[src/cpw_pkg.sv]
// Overview of operation
// - Inverted PWM pin starts low when initial-level bit is 0, high when 1.
// - While stopped, the PWM pin shows the initial-level bit.
// - Running counter advances per source tick; duty match toggles away from initial.
// - In selected periods the toggle happens one count later, at duty plus one.
// - With all additional-pulse bits zero, no period is ever stretched.
// - At count 256 the counter wraps to zero and the pin returns initial.
// - Every counter overflow raises the period interrupt request.
// - Every sixteenth overflow raises the frame interrupt request.
// - Clearing run stops and zeroes the counter and restores the initial level.
// - External source counts edges; it must stay under half the system clock.
// - Three-bit select picks a system or low-speed clock division.
// - Double-buffer enable bit: 0 disables, 1 enables duty buffering.
// - Buffered and running: new duty waits in buffer until frame overflow.
// - Buffered: duty register reads return the last written value.
// - Buffered and stopped: a duty write loads buffer and active compare at once.
// - Unbuffered: a duty write updates the active compare immediately.
// - Pulse bit 0 picks period 9, bit 1 5/13, bit 2 3/7/11/15, bit 3 even.
// - Low duty register first; the high write applies both halves together.
// - Duty is high register low nibble over low register high nibble.
// - PWM mode needs cascade bit 1 and upper mode field 10.
package cpw_pkg;
    // Register word indices; the byte address is four times the index.
    localparam logic [7:0] CPW_IDX_DUTY_LOW = 8'h28;
    localparam logic [7:0] CPW_IDX_DUTY_HIGH = 8'h29;
    localparam logic [7:0] CPW_IDX_MODE = 8'h30;
    localparam logic [7:0] CPW_IDX_CASCADE_CTL = 8'h31;
    localparam logic [7:0] CPW_IDX_SYSTEM_CTL = 8'h32;
    localparam logic [7:0] CPW_IDX_STATUS = 8'h33;
    localparam logic [7:0] CPW_IDX_COUNT = 8'h34;

    // Reset values.
    localparam logic [7:0] CPW_RST_DUTY = 8'hFF;
    localparam logic [7:0] CPW_RST_CTRL = 8'h00;

    // Mode register fields.
    localparam int CPW_MODE_CKSEL_LSB = 0;
    localparam int CPW_MODE_EXT = 3;
    localparam int CPW_MODE_FIELD_LSB = 4;
    localparam int CPW_MODE_DBE = 6;
    localparam int CPW_MODE_INIT = 7;
    localparam logic [1:0] CPW_MODE_PWM = 2'h2;

    // Cascade control and system control fields.
    localparam int CPW_CTL_CASCADE = 1;
    localparam int CPW_CTL_RUN = 2;
    localparam int CPW_SYS_ALTDIV = 0;
    localparam int CPW_SYS_SLOW = 1;

    // Status register fields.
    localparam int CPW_STAT_IDX_LSB = 0;
    localparam int CPW_STAT_PHASE = 4;
    localparam int CPW_STAT_RUN = 5;

    // Counter limits.
    localparam logic [7:0] CPW_COUNT_LAST = 8'hFF;
    localparam logic [3:0] CPW_PERIOD_LAST = 4'hF;

    // Division exponents per select code, system clock and low-speed clock.
    localparam logic [3:0] CPW_FAST_DIV_EXP [8] =
        '{4'hB, 4'hA, 4'h8, 4'h6, 4'h4, 4'h2, 4'h1, 4'h0};
    localparam logic [3:0] CPW_SLOW_DIV_EXP [8] =
        '{4'h4, 4'h3, 4'h0, 4'h0, 4'h0, 4'h0, 4'h0, 4'h2};
endpackage : cpw_pkg

[src/cpw_core_if.sv]
`timescale 1ns/1ps
// Carries clock choice, tick and stretch pattern between the timer parts.
interface cpw_core_if;
    logic [2:0] clockSelect;
    logic extSelect;
    logic slowMode;
    logic altDivider;
    logic countTick;
    logic [3:0] periodIndex;
    logic [3:0] additionalPulseBits;
    logic stretchPeriod;

    modport ctrl (
        output clockSelect, extSelect, slowMode, altDivider,
        output periodIndex, additionalPulseBits,
        input countTick, stretchPeriod
    );
    modport src (
        input clockSelect, extSelect, slowMode, altDivider,
        output countTick
    );
    modport pattern (
        input periodIndex, additionalPulseBits,
        output stretchPeriod
    );
endinterface : cpw_core_if

[src/cpw_pwm_timer.sv]
// Decided for this implementation: register access over APB and the placing of the registers.
`timescale 1ns/1ps
// Cascaded timer pair run as a PWM generator with a 16-period stretch frame.
module cpw_pwm_timer (
    input wire logic core_clk,
    input wire logic rst,
    input wire logic ce,
    input wire logic psel,
    input wire logic penable,
    input wire logic pwrite,
    input wire logic [11:0] paddr,
    input wire logic [31:0] pwdata,
    output logic [31:0] prdata,
    output logic pready,
    output logic pslverr,
    input wire logic lowSpeedClock,
    input wire logic externalCountInput,
    output logic invertedPwmOutput,
    output logic periodIrq,
    output logic frameIrq
);
    logic [7:0] modeReg;
    logic [7:0] cascadeCtlReg;
    logic [7:0] systemCtlReg;
    logic [7:0] dutyLowReg;
    logic [7:0] dutyHighReg;
    logic [7:0] bufDuty;
    logic [3:0] bufAdd;
    logic [7:0] actDuty;
    logic [3:0] actAdd;
    logic [7:0] count;
    logic [3:0] periodIdx;
    logic phase;

    cpw_core_if core ();

    cpw_source_clock u_source (
        .core_clk(core_clk),
        .rst(rst),
        .ce(ce),
        .lowSpeedClock(lowSpeedClock),
        .externalCountInput(externalCountInput),
        .core(core.src)
    );

    cpw_pulse_pattern u_pattern (
        .core(core.pattern)
    );

    // Mode decode: PWM only in cascade with the upper mode field at 10.
    wire initLevel = modeReg[cpw_pkg::CPW_MODE_INIT];
    wire bufferOn = modeReg[cpw_pkg::CPW_MODE_DBE];
    wire [1:0] modeField = modeReg[cpw_pkg::CPW_MODE_FIELD_LSB +: 2];
    wire pwmMode = cascadeCtlReg[cpw_pkg::CPW_CTL_CASCADE] &&
                   (modeField == cpw_pkg::CPW_MODE_PWM);
    wire runBit = cascadeCtlReg[cpw_pkg::CPW_CTL_RUN];
    wire running = runBit && pwmMode;

    // Settings handed to the clock source and the pattern decoder.
    assign core.clockSelect = modeReg[cpw_pkg::CPW_MODE_CKSEL_LSB +: 3];
    assign core.extSelect = modeReg[cpw_pkg::CPW_MODE_EXT];
    assign core.slowMode = systemCtlReg[cpw_pkg::CPW_SYS_SLOW];
    assign core.altDivider = systemCtlReg[cpw_pkg::CPW_SYS_ALTDIV];
    assign core.periodIndex = periodIdx;
    assign core.additionalPulseBits = actAdd;

    // Bus address decode; only aligned words inside the map answer without pslverr.
    wire [7:0] wordIdx = paddr[9:2];
    wire aligned = (paddr[1:0] == 2'h0) && (paddr[11:10] == 2'h0);
    wire hitLow = aligned && (wordIdx == cpw_pkg::CPW_IDX_DUTY_LOW);
    wire hitHigh = aligned && (wordIdx == cpw_pkg::CPW_IDX_DUTY_HIGH);
    wire hitMode = aligned && (wordIdx == cpw_pkg::CPW_IDX_MODE);
    wire hitCtl = aligned && (wordIdx == cpw_pkg::CPW_IDX_CASCADE_CTL);
    wire hitSys = aligned && (wordIdx == cpw_pkg::CPW_IDX_SYSTEM_CTL);
    wire hitStat = aligned && (wordIdx == cpw_pkg::CPW_IDX_STATUS);
    wire hitCount = aligned && (wordIdx == cpw_pkg::CPW_IDX_COUNT);
    wire mapped = hitLow | hitHigh | hitMode | hitCtl | hitSys |
                  hitStat | hitCount;

    // One wait state: the answer comes in the second access cycle.
    wire accessWait = psel && penable && !pready;
    wire wrDone = psel && penable && pready && pwrite;
    wire wrLow = wrDone && hitLow;
    wire wrHigh = wrDone && hitHigh;
    wire wrMode = wrDone && hitMode && !runBit;
    wire wrCtl = wrDone && hitCtl;
    wire wrSys = wrDone && hitSys;

    // Status word: period index, output phase and run state.
    wire [7:0] statusWord = {2'h0, running, phase, periodIdx};

    // Duty reads always show the last written values.
    wire [7:0] readValue = hitLow ? dutyLowReg
                         : hitHigh ? dutyHighReg
                         : hitMode ? modeReg
                         : hitCtl ? cascadeCtlReg
                         : hitSys ? systemCtlReg
                         : hitStat ? statusWord
                         : hitCount ? count
                         : 8'h00;

    // Combined duty formed at the high write from both nibbles.
    wire [7:0] newDuty = {pwdata[3:0], dutyLowReg[7:4]};
    wire [3:0] newAdd = dutyLowReg[3:0];

    // Match point is the duty, or duty plus one in stretched periods.
    wire [8:0] matchTarget = {1'b0, actDuty} +
                             {8'h00, core.stretchPeriod};
    wire dutyMatch = running && ({1'b0, count} == matchTarget);
    wire tick = running && core.countTick;
    wire overflow = tick && (count == cpw_pkg::CPW_COUNT_LAST);
    wire frameEnd = overflow &&
                    (periodIdx == cpw_pkg::CPW_PERIOD_LAST);
    wire bufferLoad = frameEnd && bufferOn;

    // Bus answer registers.
    always_ff @(posedge core_clk or posedge rst) begin
        if (rst) begin
            pready <= 1'b0;
            pslverr <= 1'b0;
            prdata <= 32'h0000_0000;
        end else if (ce) begin
            pready <= accessWait;
            pslverr <= accessWait && !mapped;
            if (accessWait && !pwrite) begin
                prdata <= {24'h00_0000, readValue};
            end
        end
    end

    // Control registers; mode writes are ignored while running.
    always_ff @(posedge core_clk or posedge rst) begin
        if (rst) begin
            modeReg <= cpw_pkg::CPW_RST_CTRL;
            cascadeCtlReg <= cpw_pkg::CPW_RST_CTRL;
            systemCtlReg <= cpw_pkg::CPW_RST_CTRL;
        end else if (ce) begin
            if (wrMode) begin
                modeReg <= pwdata[7:0];
            end
            if (wrCtl) begin
                cascadeCtlReg <= pwdata[7:0];
            end
            if (wrSys) begin
                systemCtlReg <= pwdata[7:0];
            end
        end
    end

    // Duty registers as written, and the buffer filled on the high write.
    always_ff @(posedge core_clk or posedge rst) begin
        if (rst) begin
            dutyLowReg <= cpw_pkg::CPW_RST_DUTY;
            dutyHighReg <= cpw_pkg::CPW_RST_DUTY;
            bufDuty <= cpw_pkg::CPW_RST_DUTY;
            bufAdd <= cpw_pkg::CPW_RST_DUTY[3:0];
        end else if (ce) begin
            if (wrLow) begin
                dutyLowReg <= pwdata[7:0];
            end
            if (wrHigh) begin
                dutyHighReg <= pwdata[7:0];
                bufDuty <= newDuty;
                bufAdd <= newAdd;
            end
        end
    end

    // Active compare: direct when unbuffered or stopped, else at frame end.
    always_ff @(posedge core_clk or posedge rst) begin
        if (rst) begin
            actDuty <= cpw_pkg::CPW_RST_DUTY;
            actAdd <= cpw_pkg::CPW_RST_DUTY[3:0];
        end else if (ce) begin
            if (wrHigh && (!bufferOn || !running)) begin
                actDuty <= newDuty;
                actAdd <= newAdd;
            end else if (bufferLoad) begin
                actDuty <= bufDuty;
                actAdd <= bufAdd;
            end
        end
    end

    // Up counter, period index and output phase.
    always_ff @(posedge core_clk or posedge rst) begin
        if (rst) begin
            count <= 8'h00;
            periodIdx <= 4'h0;
            phase <= 1'b0;
        end else if (ce) begin
            if (!running) begin
                count <= 8'h00;
                periodIdx <= 4'h0;
                phase <= 1'b0;
            end else if (overflow) begin
                count <= 8'h00;
                periodIdx <= periodIdx + 4'h1;
                phase <= 1'b0;
            end else begin
                if (tick) begin
                    count <= count + 8'h01;
                end
                if (dutyMatch) begin
                    phase <= 1'b1;
                end
            end
        end
    end

    // Registered outputs: pin level and interrupt request pulses.
    always_ff @(posedge core_clk or posedge rst) begin
        if (rst) begin
            invertedPwmOutput <= 1'b0;
            periodIrq <= 1'b0;
            frameIrq <= 1'b0;
        end else if (ce) begin
            invertedPwmOutput <= initLevel ^ (running && phase);
            periodIrq <= overflow;
            frameIrq <= frameEnd;
        end
    end
endmodule : cpw_pwm_timer

[src/cpw_pulse_pattern.sv]
`timescale 1ns/1ps
// Decides whether the current period of the frame gets the extra count.
module cpw_pulse_pattern (
    cpw_core_if.pattern core
);
    // Period number is index plus one; each bit owns a fixed set of periods.
    wire [3:0] idx = core.periodIndex;
    wire [3:0] add = core.additionalPulseBits;
    wire pick0 = add[0] && (idx == 4'h8);
    wire pick1 = add[1] && (idx[2:0] == 3'h4);
    wire pick2 = add[2] && (idx[1:0] == 2'h2);
    wire pick3 = add[3] && idx[0];

    // All bits zero leaves every period unstretched.
    assign core.stretchPeriod = pick0 | pick1 | pick2 | pick3;
endmodule : cpw_pulse_pattern

[src/cpw_source_clock.sv]
`timescale 1ns/1ps
// Produces one-cycle count ticks from the chosen source clock.
module cpw_source_clock (
    input wire logic core_clk,
    input wire logic rst,
    input wire logic ce,
    input wire logic lowSpeedClock,
    input wire logic externalCountInput,
    cpw_core_if.src core
);
    logic [1:0] fsSync;
    logic fsLast;
    logic [3:0] fsCnt;
    logic [1:0] extSync;
    logic extLast;
    logic [10:0] preCnt;

    // True once every two to the k counts of the given counter.
    function automatic logic divTick(input logic [10:0] cnt,
                                     input logic [3:0] k);
        logic [11:0] mask;
        mask = (12'h001 << k) - 12'h001;
        return (cnt & mask[10:0]) == mask[10:0];
    endfunction : divTick

    // Edges are taken only after two synchroniser stages.
    wire fsRise = fsSync[1] && !fsLast;
    wire extFall = !extSync[1] && extLast;
    wire [2:0] sel = core.clockSelect;
    wire lowCode = (sel == 3'h0) || (sel == 3'h1);
    wire useSlow = lowCode ? (core.slowMode || core.altDivider)
                 : (sel == 3'h7) && core.slowMode;
    wire fastTick = divTick(preCnt, cpw_pkg::CPW_FAST_DIV_EXP[sel]);
    wire slowTick = fsRise &&
        divTick({7'h00, fsCnt}, cpw_pkg::CPW_SLOW_DIV_EXP[sel]);
    wire nextTick = core.extSelect ? extFall
                  : (useSlow ? slowTick : fastTick);

    // Synchronisers, prescalers and the registered tick.
    always_ff @(posedge core_clk or posedge rst) begin
        if (rst) begin
            fsSync <= 2'h0;
            fsLast <= 1'b0;
            fsCnt <= 4'h0;
            extSync <= 2'h0;
            extLast <= 1'b0;
            preCnt <= 11'h000;
            core.countTick <= 1'b0;
        end else if (ce) begin
            fsSync <= {fsSync[0], lowSpeedClock};
            fsLast <= fsSync[1];
            extSync <= {extSync[0], externalCountInput};
            extLast <= extSync[1];
            preCnt <= preCnt + 11'h001;
            if (fsRise) begin
                fsCnt <= fsCnt + 4'h1;
            end
            core.countTick <= nextTick;
        end
    end
endmodule : cpw_source_clock

[config.mk]
export PLATFORM = sky130hd
export DESIGN_NAME = cpw_pwm_timer
export DESIGN_NICKNAME = d
export VERILOG_FILES = /design/src/cpw_pkg.sv /design/src/cpw_core_if.sv /design/src/cpw_pwm_timer.sv /design/src/cpw_pulse_pattern.sv /design/src/cpw_source_clock.sv
export SDC_FILE = /design/constraint.sdc
export NUM_CORES = 1
export LEC_CHECK = 0
export BUFFER_PORTS_ARGS = -buffer_cell sky130_fd_sc_hd__buf_2
export CORE_ASPECT_RATIO = 0.75
export CORE_MARGIN = 2
export CORE_UTILIZATION = 45
export CTS_CLUSTER_DIAMETER = 60
export DETAILED_ROUTE_END_ITERATION = 6
export PLACE_DENSITY = 0.67
export SYNTH_ARGS = -nofsm -noshare
export SYNTH_HDL_FRONTEND = slang
export SYNTH_SLANG_ARGS = --single-unit
[constraint.sdc]
create_clock -name core_clk -period 3.9 [get_ports core_clk]
set_input_delay 0.975 -clock core_clk [delete_from_list [all_inputs] [get_ports core_clk]]
set_output_delay 0.975 -clock core_clk [all_outputs]
set_load 0.01 [all_outputs]
==> results of run 1 <==
==> worst max-delay path, stage by stage <==
cell	delay [ps]
buf_2	90
or4_1	750
or2_2	440
or3_1	510
nor2_4	310
mux2_2	380
==> stage by stage <==
stage	instances	util, %	setup slack (ps)
after floorplan	580	-	139
after global placement	753	48.6	421
after detailed placement	753	48.6	379
after CTS	769	51.0	754
after global routing	769	51.0	674
final	769	51.0	718
==> flip-flops by register name, summed over array words and instances, names as in the netlist, 2 cells and up <==
signal	flops
actAdd	4
actDuty	8
bufAdd	4
bufDuty	4
cascadeCtlReg	8
core.periodIndex	4
count	8
dutyHighReg	8
dutyLowReg	8
modeReg	8
prdata	8
systemCtlReg	8
u_source.extSync	2
u_source.fsCnt	4
u_source.fsSync	2
u_source.preCnt	11
==> kinds of logic after synthesis <==
group                      count (synthesis)  synth area share, %
DFF                                      108                 44.9
adders and majority gates                 10                 2.04
and+or+nand+nor                          157                 14.6
buffers and inverters                     66                 6.13
muxes                                     85                 16.7
AOI/OAI and AO/OA                        102                 11.6
other                                      2                0.123
xor gates and xnor gates                  27                 3.86
==> per-layer routing <==
metal  up-vias  GRT usage [%]
met2       140           32.2
met5         -              0
met3        12           4.31
met4         0           4.62
met1      2272           31.5
li1       2058              -
==> placed cells by master, fill, tap and decap left out, types with 3 or more instances in the layout <==
cell type  count
dfstp_2       36
a22o_1         7
dfrtp_1       72
mux2i_1        7
mux2_4        20
or4_1          3
o22ai_1        4
o2bb2ai_1      4
nand2b_1      10
nand4_1        5
nor3_1         8
nand2_1       28
and3_1         8
a221oi_1       3
or2_2          4
o22a_1         4
clkbuf_16     10
buf_2         40
nor2_1        24
a21oi_1        9
nor4_1         8
inv_1         15
and2_1         3
conb_1        25
a22oi_1        5
o21ai_0       30
ha_1          10
nor2b_1        5
xor2_1        12
nand3_1       17
buf_4         12
xnor2_1       15
mux2_2        58
or3_1         16
a31oi_1       13
==> area by class of cell <==
cell class	instances	area share, %
tap	171	3.19
clock inverter	5	0.597
sequential	108	41.0
clock buffer	11	3.94
inverter	16	0.933
multi-input combinational	406	46.0
timing repair buffer	52	4.33
==> worst min path at each step <==
stage / startpoint / end / slack [ps] / cells after the start
after global placement: periodIrq / periodIrq / 460 / 1
after detailed placement: u_source.fsCnt[3] / u_source.fsCnt[3] / 470 / 1
after floorplan: u_source.fsCnt[3] / u_source.fsCnt[3] / 450 / 1
final: u_source.fsCnt[3] / u_source.fsCnt[3] / 490 / 1
after CTS: u_source.fsCnt[3] / u_source.fsCnt[3] / 490 / 1
after global routing: u_source.fsCnt[3] / u_source.fsCnt[3] / 510 / 1
==> power breakdown <==
| group | switching [mW] | internal [mW] |
|---|---|---|
| Clock | 0.433 | 0.496 |
| Combinational | 0.155 | 0.124 |
| Sequential | 0.0913 | 1.20 |
| Total | 0.679 | 1.83 |
==> results.cfg, run 1 <==
[drt]
wl_met1_mm = 7.39
final_antenna_net_count = 0
wl_met3_microns = 851
via_per_inst = 5.83
first_iter_violations = 514
drc = 0
top_layer = met4
wl_per_cell_microns = 19.6
wl_mm = 15.1
dr_total_vias = 4482
wl_met2_mm = 6.75
first_pass_iters = 5

[timing]
hold_viol_final = 0
slew_headroom_pct = 50.3
setup_viol = 0
finClkSkew_ps = 6.92
worst_pin_slew_ps = 738
finalCriticalPeriod_ps = 3180
fin_tns_setup_ps = 0
period_share_pct = 81.6
slew_viol_final = 0
rsz0062_at_grt = false
whs_ps = 492
fmaxAchievable_mhz = 314

[yosys]
synth_edf_count = 0
synth.distinct_cells = 71
netlist_instances = 557
ys_async_sr_fraction_pct = 100
yosysMostFrequentCell = dfrtp_1
synth_area_sq_mm = 0.00612
yosysTopAreaCell = dfrtp_1
ys_top_cells_by_area = dfrtp_1 (29%), dfstp_2 (15%), mux2_2 (11%), mux2_4 (4.9%), buf_4 (3.3%)
synth.top_cells.by_count = dfrtp_1 (72), mux2_2 (58), dfstp_2 (36), o21ai_0 (30), nand2_1 (28)
syn_area_per_cell_sq_um = 11.0
synth-seq-area-share_pct = 44.9
synth_warnings = 0
ys.flop_type = dfrtp_1
synth_top_area_share_pct = 29.4
ys_ff_latch = 108

[critical_path]
r2r_start = modeReg[2]
crit_type = input pin to flip-flop
critPathArrivalTime_ps = 3460
cp.required_ps = 4180
crit_start = paddr[1]
ff2ff_path_depth = 8
rr_endpoint = u_source.core.countTick
cp_max_fo = 9
crit_path_end_kind = flip-flop
start_kind = input pin
rrSetupSlack_ps = 1080
endpoint = dutyLowReg[1]

[run]
cap_viol_max_count = 0

[layout]
fillers = 1184
areaGrowthSynthToFinish_pct = 9.51
layout.nets = 655
postLayoutCellArea_sq_mm = 0.00670
regArea_sq_mm = 0.00275
layout-drive-gt1-share_pct = 32.4
multi_input_area_sq_mm = 0.00308
antenna_cells = 0

[floorplan]
die_x_microns = 139
floorplan.initialDensity_pct = 46.5
ios = 89
die_h_microns = 105
die_area_sq_mm = 0.0146
row_count = 36
coreArea_sq_mm = 0.0132

[global_routing]
grt-ovfl-total = 0
antenna_found_initial = 0
grt_pass1_wl_mm = 24.3
grt_start_max_net_pins = 56
grt.total_usage_pct = 21.2
grt_pass1_vias = 4357

[clock_network]
clockBufferDepth = 2
cts_root_buf = clkbuf_16
cts.clk_slew.worst_paths_ps = 80
cts_inserted_buffers = 9
cts_setup_buffers = 0
cts.sinks = 108
worstSkewPairLatency_ps = 350
hold_buffers = 0
cts_resized = 0
htree_levels = 3
cts_tree = done

[placement]
gp_congestion = 0.952
dpl.hpwl_mm = 11.2
dpl_cell_area_sq_mm = 0.00640
port_buffers = 40

[min_path]
hold_class = flip-flop to flip-flop

[run_status]
status = completed

[power_and_ir_drop]
ir_drop_mv = 0.235
p_leak_nw = 2.92
power_density_mw_per_mm2 = 374
finalPower_mw = 2.50
(Power assumes the default switching activity.)
==> run 2: changes to the inputs <==
- clock period: 3.9 -> 2.85 ns (I/O delays scaled with it)
==> results.cfg, run 2 (synthesized netlist as in run 1, its figures left out) <==
[drt]
first_pass_iters = 5
first_iter_violations = 360
wl_mm = 15.6
via_per_inst = 5.91
wl_per_cell_microns = 19.8
drc = 0
dr_total_vias = 4652
final_antenna_net_count = 0

[global_routing]
grt.total_usage_pct = 21.6
grt-ovfl-total = 0
grt_pass1_vias = 4502
antenna_found_initial = 0
grt_pass1_wl_mm = 24.5
grt_start_max_net_pins = 54

[critical_path]
endpoint = cascadeCtlReg[1]
crit_type = input pin to flip-flop
critPathArrivalTime_ps = 2930
cp.required_ps = 3090
rrSetupSlack_ps = 270
crit_start = paddr[1]
cp_max_fo = 7
crit_path_end_kind = flip-flop
ff2ff_path_depth = 7
r2r_start = modeReg[0]
start_kind = input pin
rr_endpoint = u_source.core.countTick

[power_and_ir_drop]
switching_power_uw = 902
p_comb_share_pct = 11.1
power_density_mw_per_mm2 = 508
power.share.clock_pct = 38.6
p_leak_nw = 3.03
p_seq_share_pct = 50.2
internal_power_mw = 2.62
finalPower_mw = 3.52
ir_drop_mv = 0.308
swShare_pct = 25.6

[floorplan]
die_h_microns = 105
ios = 89
coreArea_sq_mm = 0.0132
die_x_microns = 139
row_count = 36
die_area_sq_mm = 0.0146
floorplan.initialDensity_pct = 46.5

[timing]
slew_viol_final = 0
worst_pin_slew_ps = 738
slew_headroom_pct = 50.7
fmaxAchievable_mhz = 371
setup_viol = 0
rsz0062_at_grt = false
hold_viol_final = 0
finClkSkew_ps = 8.96
period_share_pct = 94.5
finalCriticalPeriod_ps = 2690
fin_tns_setup_ps = 0
layout_setup_ws_ps = 157

[clock_network]
clockBufferDepth = 2
cts_inserted_buffers = 9
cts_root_buf = clkbuf_16
worstSkewPairLatency_ps = 360
cts.clk_slew.worst_paths_ps = 70
cts_resized = 0
cts_tree = done
cts_setup_buffers = 0
cts.sinks = 108
hold_buffers = 0
htree_levels = 3

[placement]
dpl.hpwl_mm = 11.6
port_buffers = 40
dpl_cell_area_sq_mm = 0.00659
place_ws_ps = -114
gp_congestion = 1.00

[layout]
final_common_cell = dfrtp_1
antenna_cells = 0
layout-drive-gt1-share_pct = 34.6
fillers = 1178
most-common-layout-cells = dfrtp_1 (72), mux2_2 (58), buf_2 (40)
top_register = u_source.preCnt
largest_reg_flops = 11
areaGrowthSynthToFinish_pct = 13.1
layout.nets = 673
utilization_pct = 52.6
postLayoutCellArea_sq_mm = 0.00692

[run]
cap_viol_max_count = 0

[min_path]
hold_class = input pin to asynchronous set/reset pin

[run_status]
status = completed
[run 2: cell types whose count changed in the layout (fill, tap and decap cells not counted), moves of 2 or more]
cell        previous run  this run
buf_4                 12        26
clkinvlp_4             0         2
buf_12                 0         4
clkinv_4               2         0
[run 2: layout make-up]
class,instances,area (sq um),area share (%)
clock buffers,12,279,4.03
clock inverters,4,51.3,0.741
inverters,16,63.8,0.922
multi-input cells,406,3090,44.7
flip-flops and latches,108,2750,39.7
well taps,171,214,3.09
repair buffers,70,475,6.87
[run 2: per-stage QoR]
| step | hold slack (ps) | cells |
|---|---|---|
| 3_3_place_gp | 460 | 771 |
| 2_1_floorplan | 446 | 580 |
| 4_1_cts | 492 | 787 |
| 6_report | 473 | 787 |
| 3_5_place_dp | 474 | 771 |
| 5_1_grt | 517 | 787 |
[run 2: power by group through the flow]
stage	Combinational (mW)	Sequential (mW)	Clock (mW)
6_report	0.392	1.77	1.36
3_5_place_dp	0.393	1.79	0
2_1_floorplan	0.279	1.78	0
3_3_place_gp	0.379	1.79	0
5_1_grt	0.443	1.79	1.45
4_1_cts	0.395	1.77	1.39
[run 2: worst min path at each step]
stage / from / endpoint / slack, ps
2_1_floorplan: u_source.fsCnt[3] / u_source.fsCnt[3] / 450
3_3_place_gp: periodIrq / periodIrq / 460
3_5_place_dp: u_source.fsCnt[3] / u_source.fsCnt[3] / 470
4_1_cts: rst / count[0] / 490
5_1_grt: u_source.fsCnt[3] / u_source.fsCnt[3] / 520
6_report: rst / count[0] / 470
[run 2: routing by layer]
layer,GRT usage (%),part of all wire [%]
met1,30.6,47
met2,32.5,44
met3,5.77,6.9
met4,6.35,2.0
met5,0,0
[run 2: critical path, stage by stage]
cell	delay, ps
buf_2	90
or4_1	680
nor4_1	540
buf_4	200
and3_1	230
buf_12	140
mux2_2	330
==> run 3: changes to the inputs <==
- clock period: 2.85 -> 2.4 ns (I/O delays scaled with it)
==> results.cfg, run 3 (synthesized netlist as in run 1, its figures left out) <==
[timing]
fmaxAchievable_mhz = 433
whs_ps = 284
setup_viol = 0
period_share_pct = 96.3
slew_headroom_pct = 64.9
finClkSkew_ps = 5.10
worst_pin_slew_ps = 527
rsz0062_at_grt = true
finalCriticalPeriod_ps = 2310
slew_viol_final = 0
hold_viol_final = 0

[critical_path]
cp_max_fo = 3
crit_type = flip-flop to flip-flop
r2r_start = core.periodIndex[0]
crit_start = core.periodIndex[0]
endpoint = phase
crit_path_end_kind = flip-flop
rrSetupSlack_ps = 90
path_cells = inv_2, ha_1, a222oi_1, inv_1, ha_2, ha_4, xor2_1, nor3_1, a31oi_1, or3_1, o22ai_1
start_kind = flip-flop
max_stage_delay_ps = 370
rr_endpoint = phase
cp.required_ps = 2670
critPathArrivalTime_ps = 2580
ff2ff_path_depth = 11
slowest_stage = dfrtp_1

[placement]
dpl_cell_area_sq_mm = 0.00681
gp_congestion = 0.920
dpl.hpwl_mm = 11.7
place_inst = 792
port_buffers = 40

[global_routing]
grt_pass1_wl_mm = 25.2
grt_pass1_vias = 4577
grt_start_max_net_pins = 61
grt.total_usage_pct = 22.0
antenna_found_initial = 0
grt-ovfl-total = 0

[drt]
wl_mm = 15.5
drc = 0
dr_total_vias = 4582
first_pass_iters = 7
final_antenna_net_count = 0
wl_per_cell_microns = 19.2
via_per_inst = 5.66
first_iter_violations = 380

[power_and_ir_drop]
switching_power_mw = 1.05
power.share.clock_pct = 35.8
power_density_mw_per_mm2 = 564
internal_power_mw = 2.96
p_leak_nw = 3.14
swShare_pct = 26.2
ir_drop_mv = 0.317
finalPower_mw = 4.02
p_seq_share_pct = 52.3
p_comb_share_pct = 11.9

[layout]
largest_reg_flops = 11
final_common_cell = dfrtp_1
most-common-layout-cells = dfrtp_1 (71), mux2_2 (50), buf_4 (49)
antenna_cells = 0
top_register = u_source.preCnt
layout-drive-gt1-share_pct = 38.4
postLayoutCellArea_sq_mm = 0.00712
stdcell_count = 809
layout.nets = 695
areaGrowthSynthToFinish_pct = 16.4

[floorplan]
die_area_sq_mm = 0.0146
die_x_microns = 139
row_count = 36
die_h_microns = 105
floorplan.initialDensity_pct = 46.5
coreArea_sq_mm = 0.0132
ios = 89

[run]
cap_viol_max_count = 0

[clock_network]
cts.sinks = 108
cts.clk_slew.worst_paths_ps = 70
worstSkewPairLatency_ps = 350
clockBufferDepth = 2
cts_tree = done
htree_levels = 3
hold_buffers = 0
cts_root_buf = clkbuf_16
cts_inserted_buffers = 9

[run_status]
status = completed

[min_path]
hold_class = input pin to asynchronous set/reset pin
## run 3: area by class of cell
type | instances | area, sq um
Inverter | 16 | 63.8
Sequential cell | 108 | 2750
Timing Repair Buffer | 92 | 628
Fill cell | 1137 | 6030
Clock buffer | 12 | 267
Multi-Input combinational cell | 406 | 3180
Clock inverter | 4 | 21.3
Tap cell | 171 | 214
## run 3: timing repair
item | 4_1_cts | 5_1_grt
buffers inserted | 0 | 1
setup endpoints to repair | 0 | 3
resized for setup | 0 | 6
## run 3: how the worst min path moves through the flow
stage	from	to	slack, ps	cells past startpoint
CTS	rst	u_source.core.countTick	290	2
detailed placement	periodIrq	periodIrq	470	1
floorplan	u_source.fsCnt[3]	u_source.fsCnt[3]	450	1
finish	rst	pslverr	280	2
global route	rst	u_source.fsLast	320	2
global placement	periodIrq	periodIrq	460	1
## run 3: power by group through the flow
stage	sequential [mW]	clock (mW)	combinational, mW
floorplan	2.11	0	0.336
global placement	2.12	0	0.465
detailed placement	2.13	0	0.479
CTS	2.10	1.47	0.482
global route	2.12	1.55	0.532
finish	2.10	1.44	0.477
## run 3: critical path, delay by kind of cell, from the launching register on
kind | cells | cell delay (ps)
compound gates | 3 | 490
xor+xnor | 1 | 150
flops | 1 | 370
buf+inv | 2 | 150
fa+ha+maj | 3 | 560
simple gates | 2 | 520
## run 3: layer usage
layer	part of all wire, %	global-route usage [%]
met5	0	0
met4	1.3	4.47
met3	5.9	3.62
met2	44	33.8
met1	49	32.9
## run 3: metrics by stage
step                      setup slack (ps)  utilization, %  TNS, ps
final                                 88.1            54.2        0
after global routing                 -12.7            54.2    -12.7
after CTS                             52.8            54.0        0
after floorplan                       -347               -    -9000
after detailed placement              -252            51.8   -10590
after global placement                -204            51.8    -8750
